`src/hw/uar_pkg.sv`:
```
/*
 Package of the asynchronous receive recovery block.
 Holds sample counts, vote positions, frame limits and the carried frame type.
 Assumes one 200 MHz clock and an oversample enable made elsewhere.
*/
package uar_pkg;

	// Samples per bit in normal and double speed.
	localparam logic [4:0] UAR_OVS_NORMAL = 5'h10;
	localparam logic [4:0] UAR_OVS_DOUBLE = 5'h08;

	// First and middle vote samples per mode.
	localparam logic [4:0] UAR_VOTE_FIRST_NORMAL = 5'h08;
	localparam logic [4:0] UAR_VOTE_FIRST_DOUBLE = 5'h04;
	localparam logic [4:0] UAR_VOTE_MID_NORMAL = 5'h09;
	localparam logic [4:0] UAR_VOTE_MID_DOUBLE = 5'h05;

	// Offset of the last vote sample from the first.
	localparam logic [4:0] UAR_VOTE_SPAN = 5'h02;

	// Extra samples held after the stop vote in double speed.
	localparam logic [4:0] UAR_STOP_HOLD_DOUBLE = 5'h01;

	// Data plus parity length limits.
	localparam logic [3:0] UAR_BITS_MIN = 4'h5;
	localparam logic [3:0] UAR_BITS_MAX = 4'ha;

	// Frame buffer depth.
	localparam int unsigned UAR_FIFO_DEPTH = 8;

	// Reset values.
	localparam logic UAR_LINE_IDLE = 1'b1;
	localparam logic [4:0] UAR_CNT_RESET = 5'h00;

	// Receiver states.
	typedef enum logic [1:0] {
		UAR_IDLE,
		UAR_START,
		UAR_DATA,
		UAR_STOP
	} uar_state_e;

	// One received frame.
	typedef struct packed {
		logic frame_error;
		logic [9:0] data;
	} uar_frame_s;

endpackage

```
`src/hw/uar_rx_recovery.sv`:
```
/*
 Receive recovery of an asynchronous serial port with its frame FIFO.
 Assumes sample_tick_i pulses at 16x or 8x the baud rate from the divider.
*/

// Shift-register FIFO; the head entry is a flop.
module uar_fifo #(
	parameter int unsigned WIDTH = 11,
	parameter int unsigned DEPTH = 8
) (
	// Clock and reset.
	input wire logic clk_i,
	input wire logic rstn_i,
	// Fill side.
	input wire logic in_valid_i,
	output logic in_ready_o,
	input wire logic [WIDTH-1:0] in_data_i,
	// Drain side.
	output logic out_valid_o,
	input wire logic out_ready_i,
	output logic [WIDTH-1:0] out_data_o
);
	localparam int unsigned CW = $clog2(DEPTH + 1);

	logic [WIDTH-1:0] mem_q [DEPTH];
	logic [CW-1:0] count_q;
	logic [CW-1:0] count_d;
	logic [CW-1:0] wr_idx;
	logic valid_q;
	logic push;
	logic pop;

	// Handshakes and write slot.
	assign in_ready_o = (count_q != CW'(DEPTH));
	assign push = in_valid_i && in_ready_o;
	assign pop = valid_q && out_ready_i;
	assign wr_idx = pop ? count_q - 1'b1 : count_q;
	assign out_valid_o = valid_q;
	assign out_data_o = mem_q[0];

	// Occupancy count.
	always_comb begin
		count_d = count_q;
		if (push && !pop) begin
			count_d = count_q + 1'b1;
		end else if (pop && !push) begin
			count_d = count_q - 1'b1;
		end
	end

	always_ff @(posedge clk_i) begin
		if (!rstn_i) begin
			count_q <= '0;
			valid_q <= 1'b0;
		end else begin
			count_q <= count_d;
			valid_q <= (count_d != '0);
		end
	end

	// Each entry shifts toward the head on a pop.
	for (genvar i = 0; i < DEPTH; i++) begin : g_ent
		logic [WIDTH-1:0] nxt;
		if (i == DEPTH - 1) begin : g_last
			assign nxt = '0;
		end else begin : g_mid
			assign nxt = mem_q[i+1];
		end
		always_ff @(posedge clk_i) begin
			if (!rstn_i) begin
				mem_q[i] <= '0;
			end else if (push && wr_idx == CW'(i)) begin
				mem_q[i] <= in_data_i;
			end else if (pop) begin
				mem_q[i] <= nxt;
			end
		end
	end
endmodule // uar_fifo

module uar_rx_recovery (
	// Clock and reset.
	input wire logic clk_i,
	input wire logic rstn_i,
	// Rate and format.
	input wire logic sample_tick_i,
	input wire logic double_speed_sel_i,
	input wire logic [3:0] frame_bits_i,
	// Serial line.
	input wire logic serial_rx_in_i,
	// Received frames.
	output logic frame_valid_o,
	input wire logic frame_ready_i,
	output uar_pkg::uar_frame_s frame_o,
	// Status.
	output logic frame_error_flag_o
);
	import uar_pkg::*;

	uar_state_e state_q;
	logic rx_m_q;
	logic rx_s_q;
	logic rx_prev_q;
	logic dbl_q;
	logic [3:0] nbits_q;
	logic [3:0] bit_idx_q;
	logic [4:0] cnt_q;
	logic [1:0] votes_q;
	logic [9:0] data_q;
	logic pend_q;
	uar_frame_s frm_q;
	logic fe_q;
	logic fifo_ready;
	logic [4:0] osr_w;
	logic [4:0] vfirst_w;
	logic [4:0] vlast_w;
	logic run;
	logic vote_now;
	logic last_vote;
	logic vote_bit;
	logic start_seen;
	logic bit_end;

	// Majority of three samples.
	function automatic logic maj3(input logic a, input logic b, input logic c);
		maj3 = (a & b) | (a & c) | (b & c);
	endfunction

	// Keeps the length inside five to ten bits.
	function automatic logic [3:0] bits_clamp(input logic [3:0] b);
		if (b < UAR_BITS_MIN) begin
			bits_clamp = UAR_BITS_MIN;
		end else if (b > UAR_BITS_MAX) begin
			bits_clamp = UAR_BITS_MAX;
		end else begin
			bits_clamp = b;
		end
	endfunction

	// Two-flop synchroniser on the line.
	always_ff @(posedge clk_i) begin
		if (!rstn_i) begin
			rx_m_q <= UAR_LINE_IDLE;
			rx_s_q <= UAR_LINE_IDLE;
		end else begin
			rx_m_q <= serial_rx_in_i;
			rx_s_q <= rx_m_q;
		end
	end

	// Mode-dependent sample count and vote window.
	assign osr_w = dbl_q ? UAR_OVS_DOUBLE : UAR_OVS_NORMAL;
	assign vfirst_w = dbl_q ? UAR_VOTE_FIRST_DOUBLE : UAR_VOTE_FIRST_NORMAL;
	assign vlast_w = vfirst_w + UAR_VOTE_SPAN;
	assign run = sample_tick_i && (state_q != UAR_IDLE); // Local rate error rests on the tick divider
	assign vote_now = run && cnt_q >= vfirst_w && cnt_q <= vlast_w;
	assign last_vote = run && cnt_q == vlast_w;
	assign vote_bit = maj3(votes_q[1], votes_q[0], rx_s_q);
	assign bit_end = run && cnt_q == osr_w;

	// Edge search stalls while a frame waits for buffer room.
	assign start_seen = sample_tick_i && state_q == UAR_IDLE && !pend_q && rx_prev_q && !rx_s_q;

	// Previous sample for edge detection.
	always_ff @(posedge clk_i) begin
		if (!rstn_i) begin
			rx_prev_q <= UAR_LINE_IDLE;
		end else if (sample_tick_i) begin
			rx_prev_q <= rx_s_q;
		end
	end

	// Frame sequencer.
	always_ff @(posedge clk_i) begin
		if (!rstn_i) begin
			state_q <= UAR_IDLE;
		end else begin
			case (state_q)
				UAR_IDLE: begin
					if (start_seen) begin
						state_q <= UAR_START;
					end
				end
				UAR_START: begin
					if (last_vote && vote_bit) begin
						state_q <= UAR_IDLE;
					end else if (bit_end) begin
						state_q <= UAR_DATA;
					end
				end
				UAR_DATA: begin
					if (bit_end && bit_idx_q == nbits_q - 4'h1) begin
						state_q <= UAR_STOP;
					end
				end
				UAR_STOP: begin
					if (!dbl_q && last_vote) begin
						state_q <= UAR_IDLE;
					end else if (dbl_q && run && cnt_q == vlast_w + UAR_STOP_HOLD_DOUBLE) begin
						state_q <= UAR_IDLE;
					end
				end
				default: begin
					state_q <= UAR_IDLE;
				end
			endcase
		end
	end

	// Mode and length are held for the whole frame.
	always_ff @(posedge clk_i) begin
		if (!rstn_i) begin
			dbl_q <= 1'b0;
			nbits_q <= UAR_BITS_MIN;
		end else if (start_seen) begin
			dbl_q <= double_speed_sel_i;
			nbits_q <= bits_clamp(frame_bits_i);
		end
	end

	// Sample state counter, restarted by each start edge.
	always_ff @(posedge clk_i) begin
		if (!rstn_i) begin
			cnt_q <= UAR_CNT_RESET;
		end else if (start_seen) begin
			cnt_q <= 5'h02; // The start tick was sample one, so the next is two
		end else if (bit_end) begin
			cnt_q <= 5'h01;
		end else if (run) begin
			cnt_q <= cnt_q + 5'h01;
		end
	end

	// Vote sample history.
	always_ff @(posedge clk_i) begin
		if (!rstn_i) begin
			votes_q <= '0;
		end else if (vote_now) begin
			votes_q <= {votes_q[0], rx_s_q};
		end
	end

	// Bit index and data assembly, least significant bit first.
	always_ff @(posedge clk_i) begin
		if (!rstn_i) begin
			bit_idx_q <= '0;
			data_q <= '0;
		end else if (start_seen) begin
			bit_idx_q <= '0;
			data_q <= '0;
		end else begin
			if (state_q == UAR_DATA && last_vote) begin
				data_q[bit_idx_q] <= vote_bit;
			end
			if (state_q == UAR_DATA && bit_end) begin
				bit_idx_q <= bit_idx_q + 4'h1;
			end
		end
	end

	// Completed frame waits here until the FIFO takes it.
	always_ff @(posedge clk_i) begin
		if (!rstn_i) begin
			pend_q <= 1'b0;
			frm_q <= '0;
			fe_q <= 1'b0;
		end else if (state_q == UAR_STOP && last_vote) begin
			pend_q <= 1'b1;
			frm_q <= '{frame_error: !vote_bit, data: data_q};
			fe_q <= !vote_bit;
		end else if (pend_q && fifo_ready) begin
			pend_q <= 1'b0;
		end
	end

	assign frame_error_flag_o = fe_q;

	// Frame buffer.
	uar_fifo #(
		.WIDTH($bits(uar_frame_s)),
		.DEPTH(UAR_FIFO_DEPTH)
	) u_fifo (
		.clk_i(clk_i),
		.rstn_i(rstn_i),
		.in_valid_i(pend_q),
		.in_ready_o(fifo_ready),
		.in_data_i(frm_q),
		.out_valid_o(frame_valid_o),
		.out_ready_i(frame_ready_i),
		.out_data_o(frame_o)
	);
endmodule // uar_rx_recovery

```
`config.mk`:
```
export PLATFORM = sky130hd
export DESIGN_NAME = uar_rx_recovery
export DESIGN_NICKNAME = d
export VERILOG_FILES = /design/src/hw/uar_pkg.sv /design/src/hw/uar_rx_recovery.sv
export SDC_FILE = /design/constraint.sdc
export NUM_CORES = 1
export LEC_CHECK = 0
export BUFFER_PORTS_ARGS = -buffer_cell sky130_fd_sc_hd__buf_2
export CAP_MARGIN = 5
export CORE_MARGIN = 5
export CORE_UTILIZATION = 28
export DETAILED_ROUTE_END_ITERATION = 8
export GPL_ROUTABILITY_DRIVEN = 0
export MAX_ROUTING_LAYER = met4
export PLACE_DENSITY = 0.45
export SYNTH_ARGS = -nofsm -noshare
export SYNTH_HDL_FRONTEND = slang
export SYNTH_SLANG_ARGS = --single-unit
```
`constraint.sdc`:
```
create_clock -name clk_i -period 3.8 [get_ports clk_i]
set_input_delay 0.19 -clock clk_i [delete_from_list [all_inputs] [get_ports clk_i]]
set_output_delay 0.19 -clock clk_i [all_outputs]
set_load 0.05 [all_outputs]
```
Word-level counts from Yosys, hierarchy flattened
Memory sizes are Yosys's and may differ from the RTL's. Cells that the tools add are included.

Bits in registers: 48. Bits in latches: 0. Memory bits (writable): 88. Memory bits (read-only): 0. Input port bits: 10. Output and inout port bits: 13. Word-level logic and storage cells: 206. Memories: 1.

Add/sub/neg operators: 7. $mul: 0. Divide/modulo/power cells: 0. Order comparisons: 6. Eq/ne operators: 19. Shifts and indexed selects: 0. Mux-type cells: 88. Bitwise gates (word level): 22. Reduce and logical (&&, ||, !) cells: 46.

Memories: u_fifo.mem_q (depth 8, width 11, read ports 8, clocked after Yosys merged registers in 0, write ports 8, line uar_rx_recovery.sv:25) `logic [WIDTH-1:0] mem_q [DEPTH];`.

Operator list (count): 2-to-1 mux 11 bit (16); 2-to-1 mux 1 bit (53); logical AND 1 bit (30); 2-to-1 mux 4 bit (6); 2-to-1 mux 2 bit (9); bitwise OR 1 bit (18); equality test 4 x 3 -> 1 bit, second input constant (4); equality test 5 bit (3); adder 5 x 1 -> 5 bit, second input constant (2); bitwise mux 10 bit (1); adder 4 x 1 -> 4 bit, second input constant (2); equality test 4 x 2 -> 1 bit, second input constant (2); case mux 2 bit (4 select lines) (1); subtractor 4 x 1 -> 4 bit, second input constant (2); zero test 1 bit (6); inequality test 3 bit, second input constant (2); nonzero test 2 bit (3); adder 4 x 2 -> 5 bit, second input constant (1); >= comparator 5 x 4 -> 1 bit (1); less-or-equal comparator 5 bit (1); < comparator 4 x 5 -> 1 bit, second input constant (1); 2-to-1 mux 5 bit (1); demux 1 bit (select 4 bit) (1); equality test 2 bit, second input constant (2); 17 further kinds (20).

Depth between registers and ports, before layout
Depth after elaboration: 9. Gate-level depth with buffers: 10.

By module
A second synthesis with hierarchy kept.

Cell total of the unflattened synthesis: 558. Area total of the unflattened synthesis: 6437.4 um2.

Modules (own cells, without submodules): uar_fifo (times used 1, cells each 327, area an instance 4379.2 um2); uar_rx_recovery (times used 1, cells each 231, area an instance 2058.2 um2).

Worst setup path after synthesis
OpenSTA, ideal clock, no wires.

Path type: reg-to-reg. From: register u_fifo.count_q[1]. To: memory u_fifo.mem_q[1][0] (netlist: u_fifo.mem_q[0][11]) (enable). Setup time: 0.345 ns. Arrival: 2.381 ns. Slack: 1.075 ns. Stages on the path, launching flop included: 11. Buffers on the path: 3. Clock period less this slack: 2.725 ns. Cells stage by stage: dfxtp_1 buf_6 inv_1 ha_1 or4b_1 a2111oi_2 or2_1 buf_6 nand3_4 buf_6 nand2_1.

RTL lines: start: declaration (line uar_rx_recovery.sv:26) `logic [CW-1:0] count_q;`; start signal: assignment (line uar_rx_recovery.sv:56) `count_q <= count_d;`; end: declaration (line uar_rx_recovery.sv:25).

==> metrics.md <==
| Metric | Value |
|---|---|
| Outcome | complete, no violations |
| NumNets Final | 654 |
| Post-CTS Setup Repair Bufs | 0 |
| # H-tree levels | 4 |
| Placed Cells incl. Taps | 931 |
| Num rows | 56 |
| Power, Total | 3.99 mW |
| Worst Tran Pin Value | 1140 ps |
| Worst reg2reg path depth | 7 |
| # Max-Cap Violations | 0 |
| Syn avg cell area | 10.5 um2 |
| Final setup fails | 0 |
| Critical path type | reg -> reg |
| FFs w/ async S/R, synth | 0% |
| CTS buffer count | 17 |
| Sw Ratio | 28.2% |
| Root Buffer | clkbuf_16 |
| Hold-fix buffers at CTS | 1 |
| First-pass GRT wire length | 25100 um |
| DR DRC count | 0 |
| Iter 0 DRT Violations | 279 |
| Fin worst setup slack | 509 ps |
| Power per cell area | 526 nW/um2 |
| Antenna Nets Post-Route | 0 |
| Worst r2r src | u_fifo.count_q[1]$_SDFF_PN0_ |
| Cell count after synthesis | 634 |
| CP arrival | 3350 ps |
| FF+latch count, synth | 136 |
| Hold path depth | 3 |
| Maximum clock path buffer count | 2 |
| Cell Area, Synth | 6630 um2 |
| Vias in the first global route | 4683 |
| Final setup TNS | 0 ps |
| Share of cells above drive strength 1 | 11.3% |
| Worst Setup EP | u_fifo.mem_q[0][13]$_DFFE_PP_ |
| DR WL/cell | 15.6 um |
| FMAX | 304 MHz |
| Setup Skew | 8.06 ps |
| Pin count of the biggest net entering global routing | 47 |
| Worst ir drop on vdd | 0.311 mV |
| Place WS | 506 ps |
| Detail Placement HPWL | 10600 um |
| Fillers | 2385 |
| CTS tree | yes |
| Sequential Power Share | 45.6% |
| Synth warn | 0 |
| Ys flop type | edfxtp_1 |
| Die footprint | 26900 um2 |
| EDFF count, synth | 88 |
| Clock latency on the worst-skew pair | 420 ps |
| Crit. Startpoint | u_fifo.count_q[1]$_SDFF_PN0_ |
| Worst Hold Class | in -> reg |
| Initial antenna violation count | 0 |
| Vias per cell | 4.85 |
| Clk pwr share | 41.5% |
| Seq/Total Area, Yosys | 54.3% |
| Crit path launch type | register |
| Slew Viols, Final | 0 |
| R2r setup slk | 510 ps |
| Die Ht | 164 um |
| Fin cells | 964 |
| Min-delay src | double_speed_sel_i |
| FF-to-FF End | u_fifo.mem_q[0][13]$_DFFE_PP_ |
| Comb pwr share | 12.9% |
| Ant. Diodes | 0 |
| Worst Path Max Fanout | 12 |
| RSZ-0062 raised after global routing | no |
| Syn Nets | 656 |
| Drt first pass iters | 4 |
| Post-synthesis cell type count | 59 |
| Area Overhead vs Synth | 14.3% |
| CP Capture Type | register |
| IO Port Bufs | 22 |
| Via count | 4679 |
| Initial Util | 28.3% |
| Tmin final | 3290 ps |
| Final Hold Vio Count | 0 |
| Max_slew headroom | 23.3% |
| Gr usage total | 12.1% |
| Psw | 1.12 mW |
| Int Power | 2.87 mW |
| Hold slack | 19.7 ps |
| GRT Residual Overflow | 0 |
| Clock Pin Slew Worst Setup and Hold Paths | 60 ps |
| Total wire length | 15000 um |
| LEAKAGE | 2.82 nW |
| CTS Sinks | 136 |
| CORE AREA | 23400 um2 |
| WP data required | 3860 ps |
| Die Wd | 164 um |
| Post_cts resized | 0 |
| Tcrit/Tclk final | 86.6% |
| Num ports | 23 |
==> through the flow <==
| stage | cell area, um2 | util (%) |
|---|---|---|
| 4_1_cts | 7580 | 32.4 |
| 3_3_place_gp | 6980 | 29.8 |
| 2_1_floorplan | 6630 | - |
| 5_1_grt | 7580 | 32.4 |
| 3_5_place_dp | 6980 | 29.8 |
| 6_report | 7580 | 32.4 |
==> flip-flops by register name (all words and copies together) (netlist names), 2 cells and up, named ones only <==
register,flops
bit_idx_q,4
cnt_q,5
votes_q,2
nbits_q,4
data_q,10
u_fifo.count_q,4
u_fifo.mem_q,88
frm_q,10
==> kinds of logic after synthesis <==
kind of cell / share of synthesized area [%]
multiplexers: 5.89
AO/OA/AOI/OAI: 12.5
XOR/XNOR: 1.72
adder cells (fa/ha/maj): 2.41
buffers and inverters: 4.55
AND/OR/NAND/NOR: 18.6
flip-flops: 54.3
==> critical path: stages (launching register included) <==
cell and delay (ps):
dfxtp_1 550, inv_1 150, ha_1 280, or4b_1 550
a2111oi_2 360, or2_1 320, nand3_4 250, nand2_1 480
==> cells in the mapped netlist, drive strengths merged, types with 12 or more instances <==
cell type | number | area (um2)
dfxtp | 48 | 961
nor2 | 40 | 150
buf | 12 | 86.3
nand3 | 57 | 310
and2 | 16 | 100
edfxtp | 88 | 2640
and3 | 16 | 100
inv | 13 | 48.8
o21ai | 15 | 75.1
nand2 | 68 | 255
mux2i | 39 | 390
a21oi | 41 | 205
ha | 12 | 150
a22o | 33 | 289
clkbuf | 43 | 163
==> placed cells by master (no fill, tap or decap), drive strengths merged, types with 3 or more instances in the layout <==
| cell type | synthesis | routed |
|---|---|---|
| a211oi | 8 | 8 |
| a21oi | 41 | 41 |
| a22o | 33 | 33 |
| a31oi | 4 | 4 |
| and2 | 16 | 16 |
| and3 | 16 | 16 |
| buf | 12 | 33 |
| clkbuf | 43 | 17 |
| clkinv | 1 | 4 |
| clkinvlp | 0 | 5 |
| dfxtp | 48 | 48 |
| edfxtp | 88 | 88 |
| ha | 12 | 12 |
| inv | 13 | 18 |
| mux2i | 39 | 39 |
| nand2 | 68 | 68 |
| nand2b | 6 | 6 |
| nand3 | 57 | 57 |
| nand3b | 5 | 5 |
| nand4 | 8 | 8 |
| nor2 | 40 | 40 |
| nor2b | 6 | 6 |
| nor3 | 5 | 5 |
| nor4 | 3 | 3 |
| o21ai | 15 | 15 |
| or4 | 3 | 3 |
| xnor2 | 9 | 9 |
| xor2 | 4 | 4 |
==> per-layer routing <==
layer / wire length (um) / track usage, % / part of all wire (%)
met4: 110 / 2.52 / 0.73
met1: 7100 / 15.2 / 47
met3: 527 / 3.29 / 3.5
met5: 0 / - / 0
met2: 7270 / 19.6 / 48
==> worst min path at each step <==
stage	slack, ps	endpoint
6_report	20	dbl_q$_SDFFE_PN0P_
5_1_grt	20	dbl_q$_SDFFE_PN0P_
4_1_cts	3	dbl_q$_SDFFE_PN0P_
3_5_place_dp	380	rx_m_q$_SDFF_PN1_
3_3_place_gp	370	rx_m_q$_SDFF_PN1_
2_1_floorplan	290	rx_m_q$_SDFF_PN1_
==> power groups by stage <==
stage	clock network, mW	logic (mW)	registers (mW)
after floorplan	0	0.365	1.87
after global placement	0	0.513	1.85
after detailed placement	0	0.518	1.85
after CTS	1.69	0.520	1.82
after global routing	1.77	0.567	1.84
final	1.66	0.514	1.82
==> area by class of cell <==
class                   count  area (um2)  area share [%]
multi-input cells         429        2730            36.0
inverters                  14        52.6           0.693
flip-flops and latches    136        3600            47.5
well taps                 319         399            5.26
clock buffers              17         425            5.61
repair buffers             34         203            2.67
clock inverters            15         168            2.21
(Power assumes the default switching activity.)
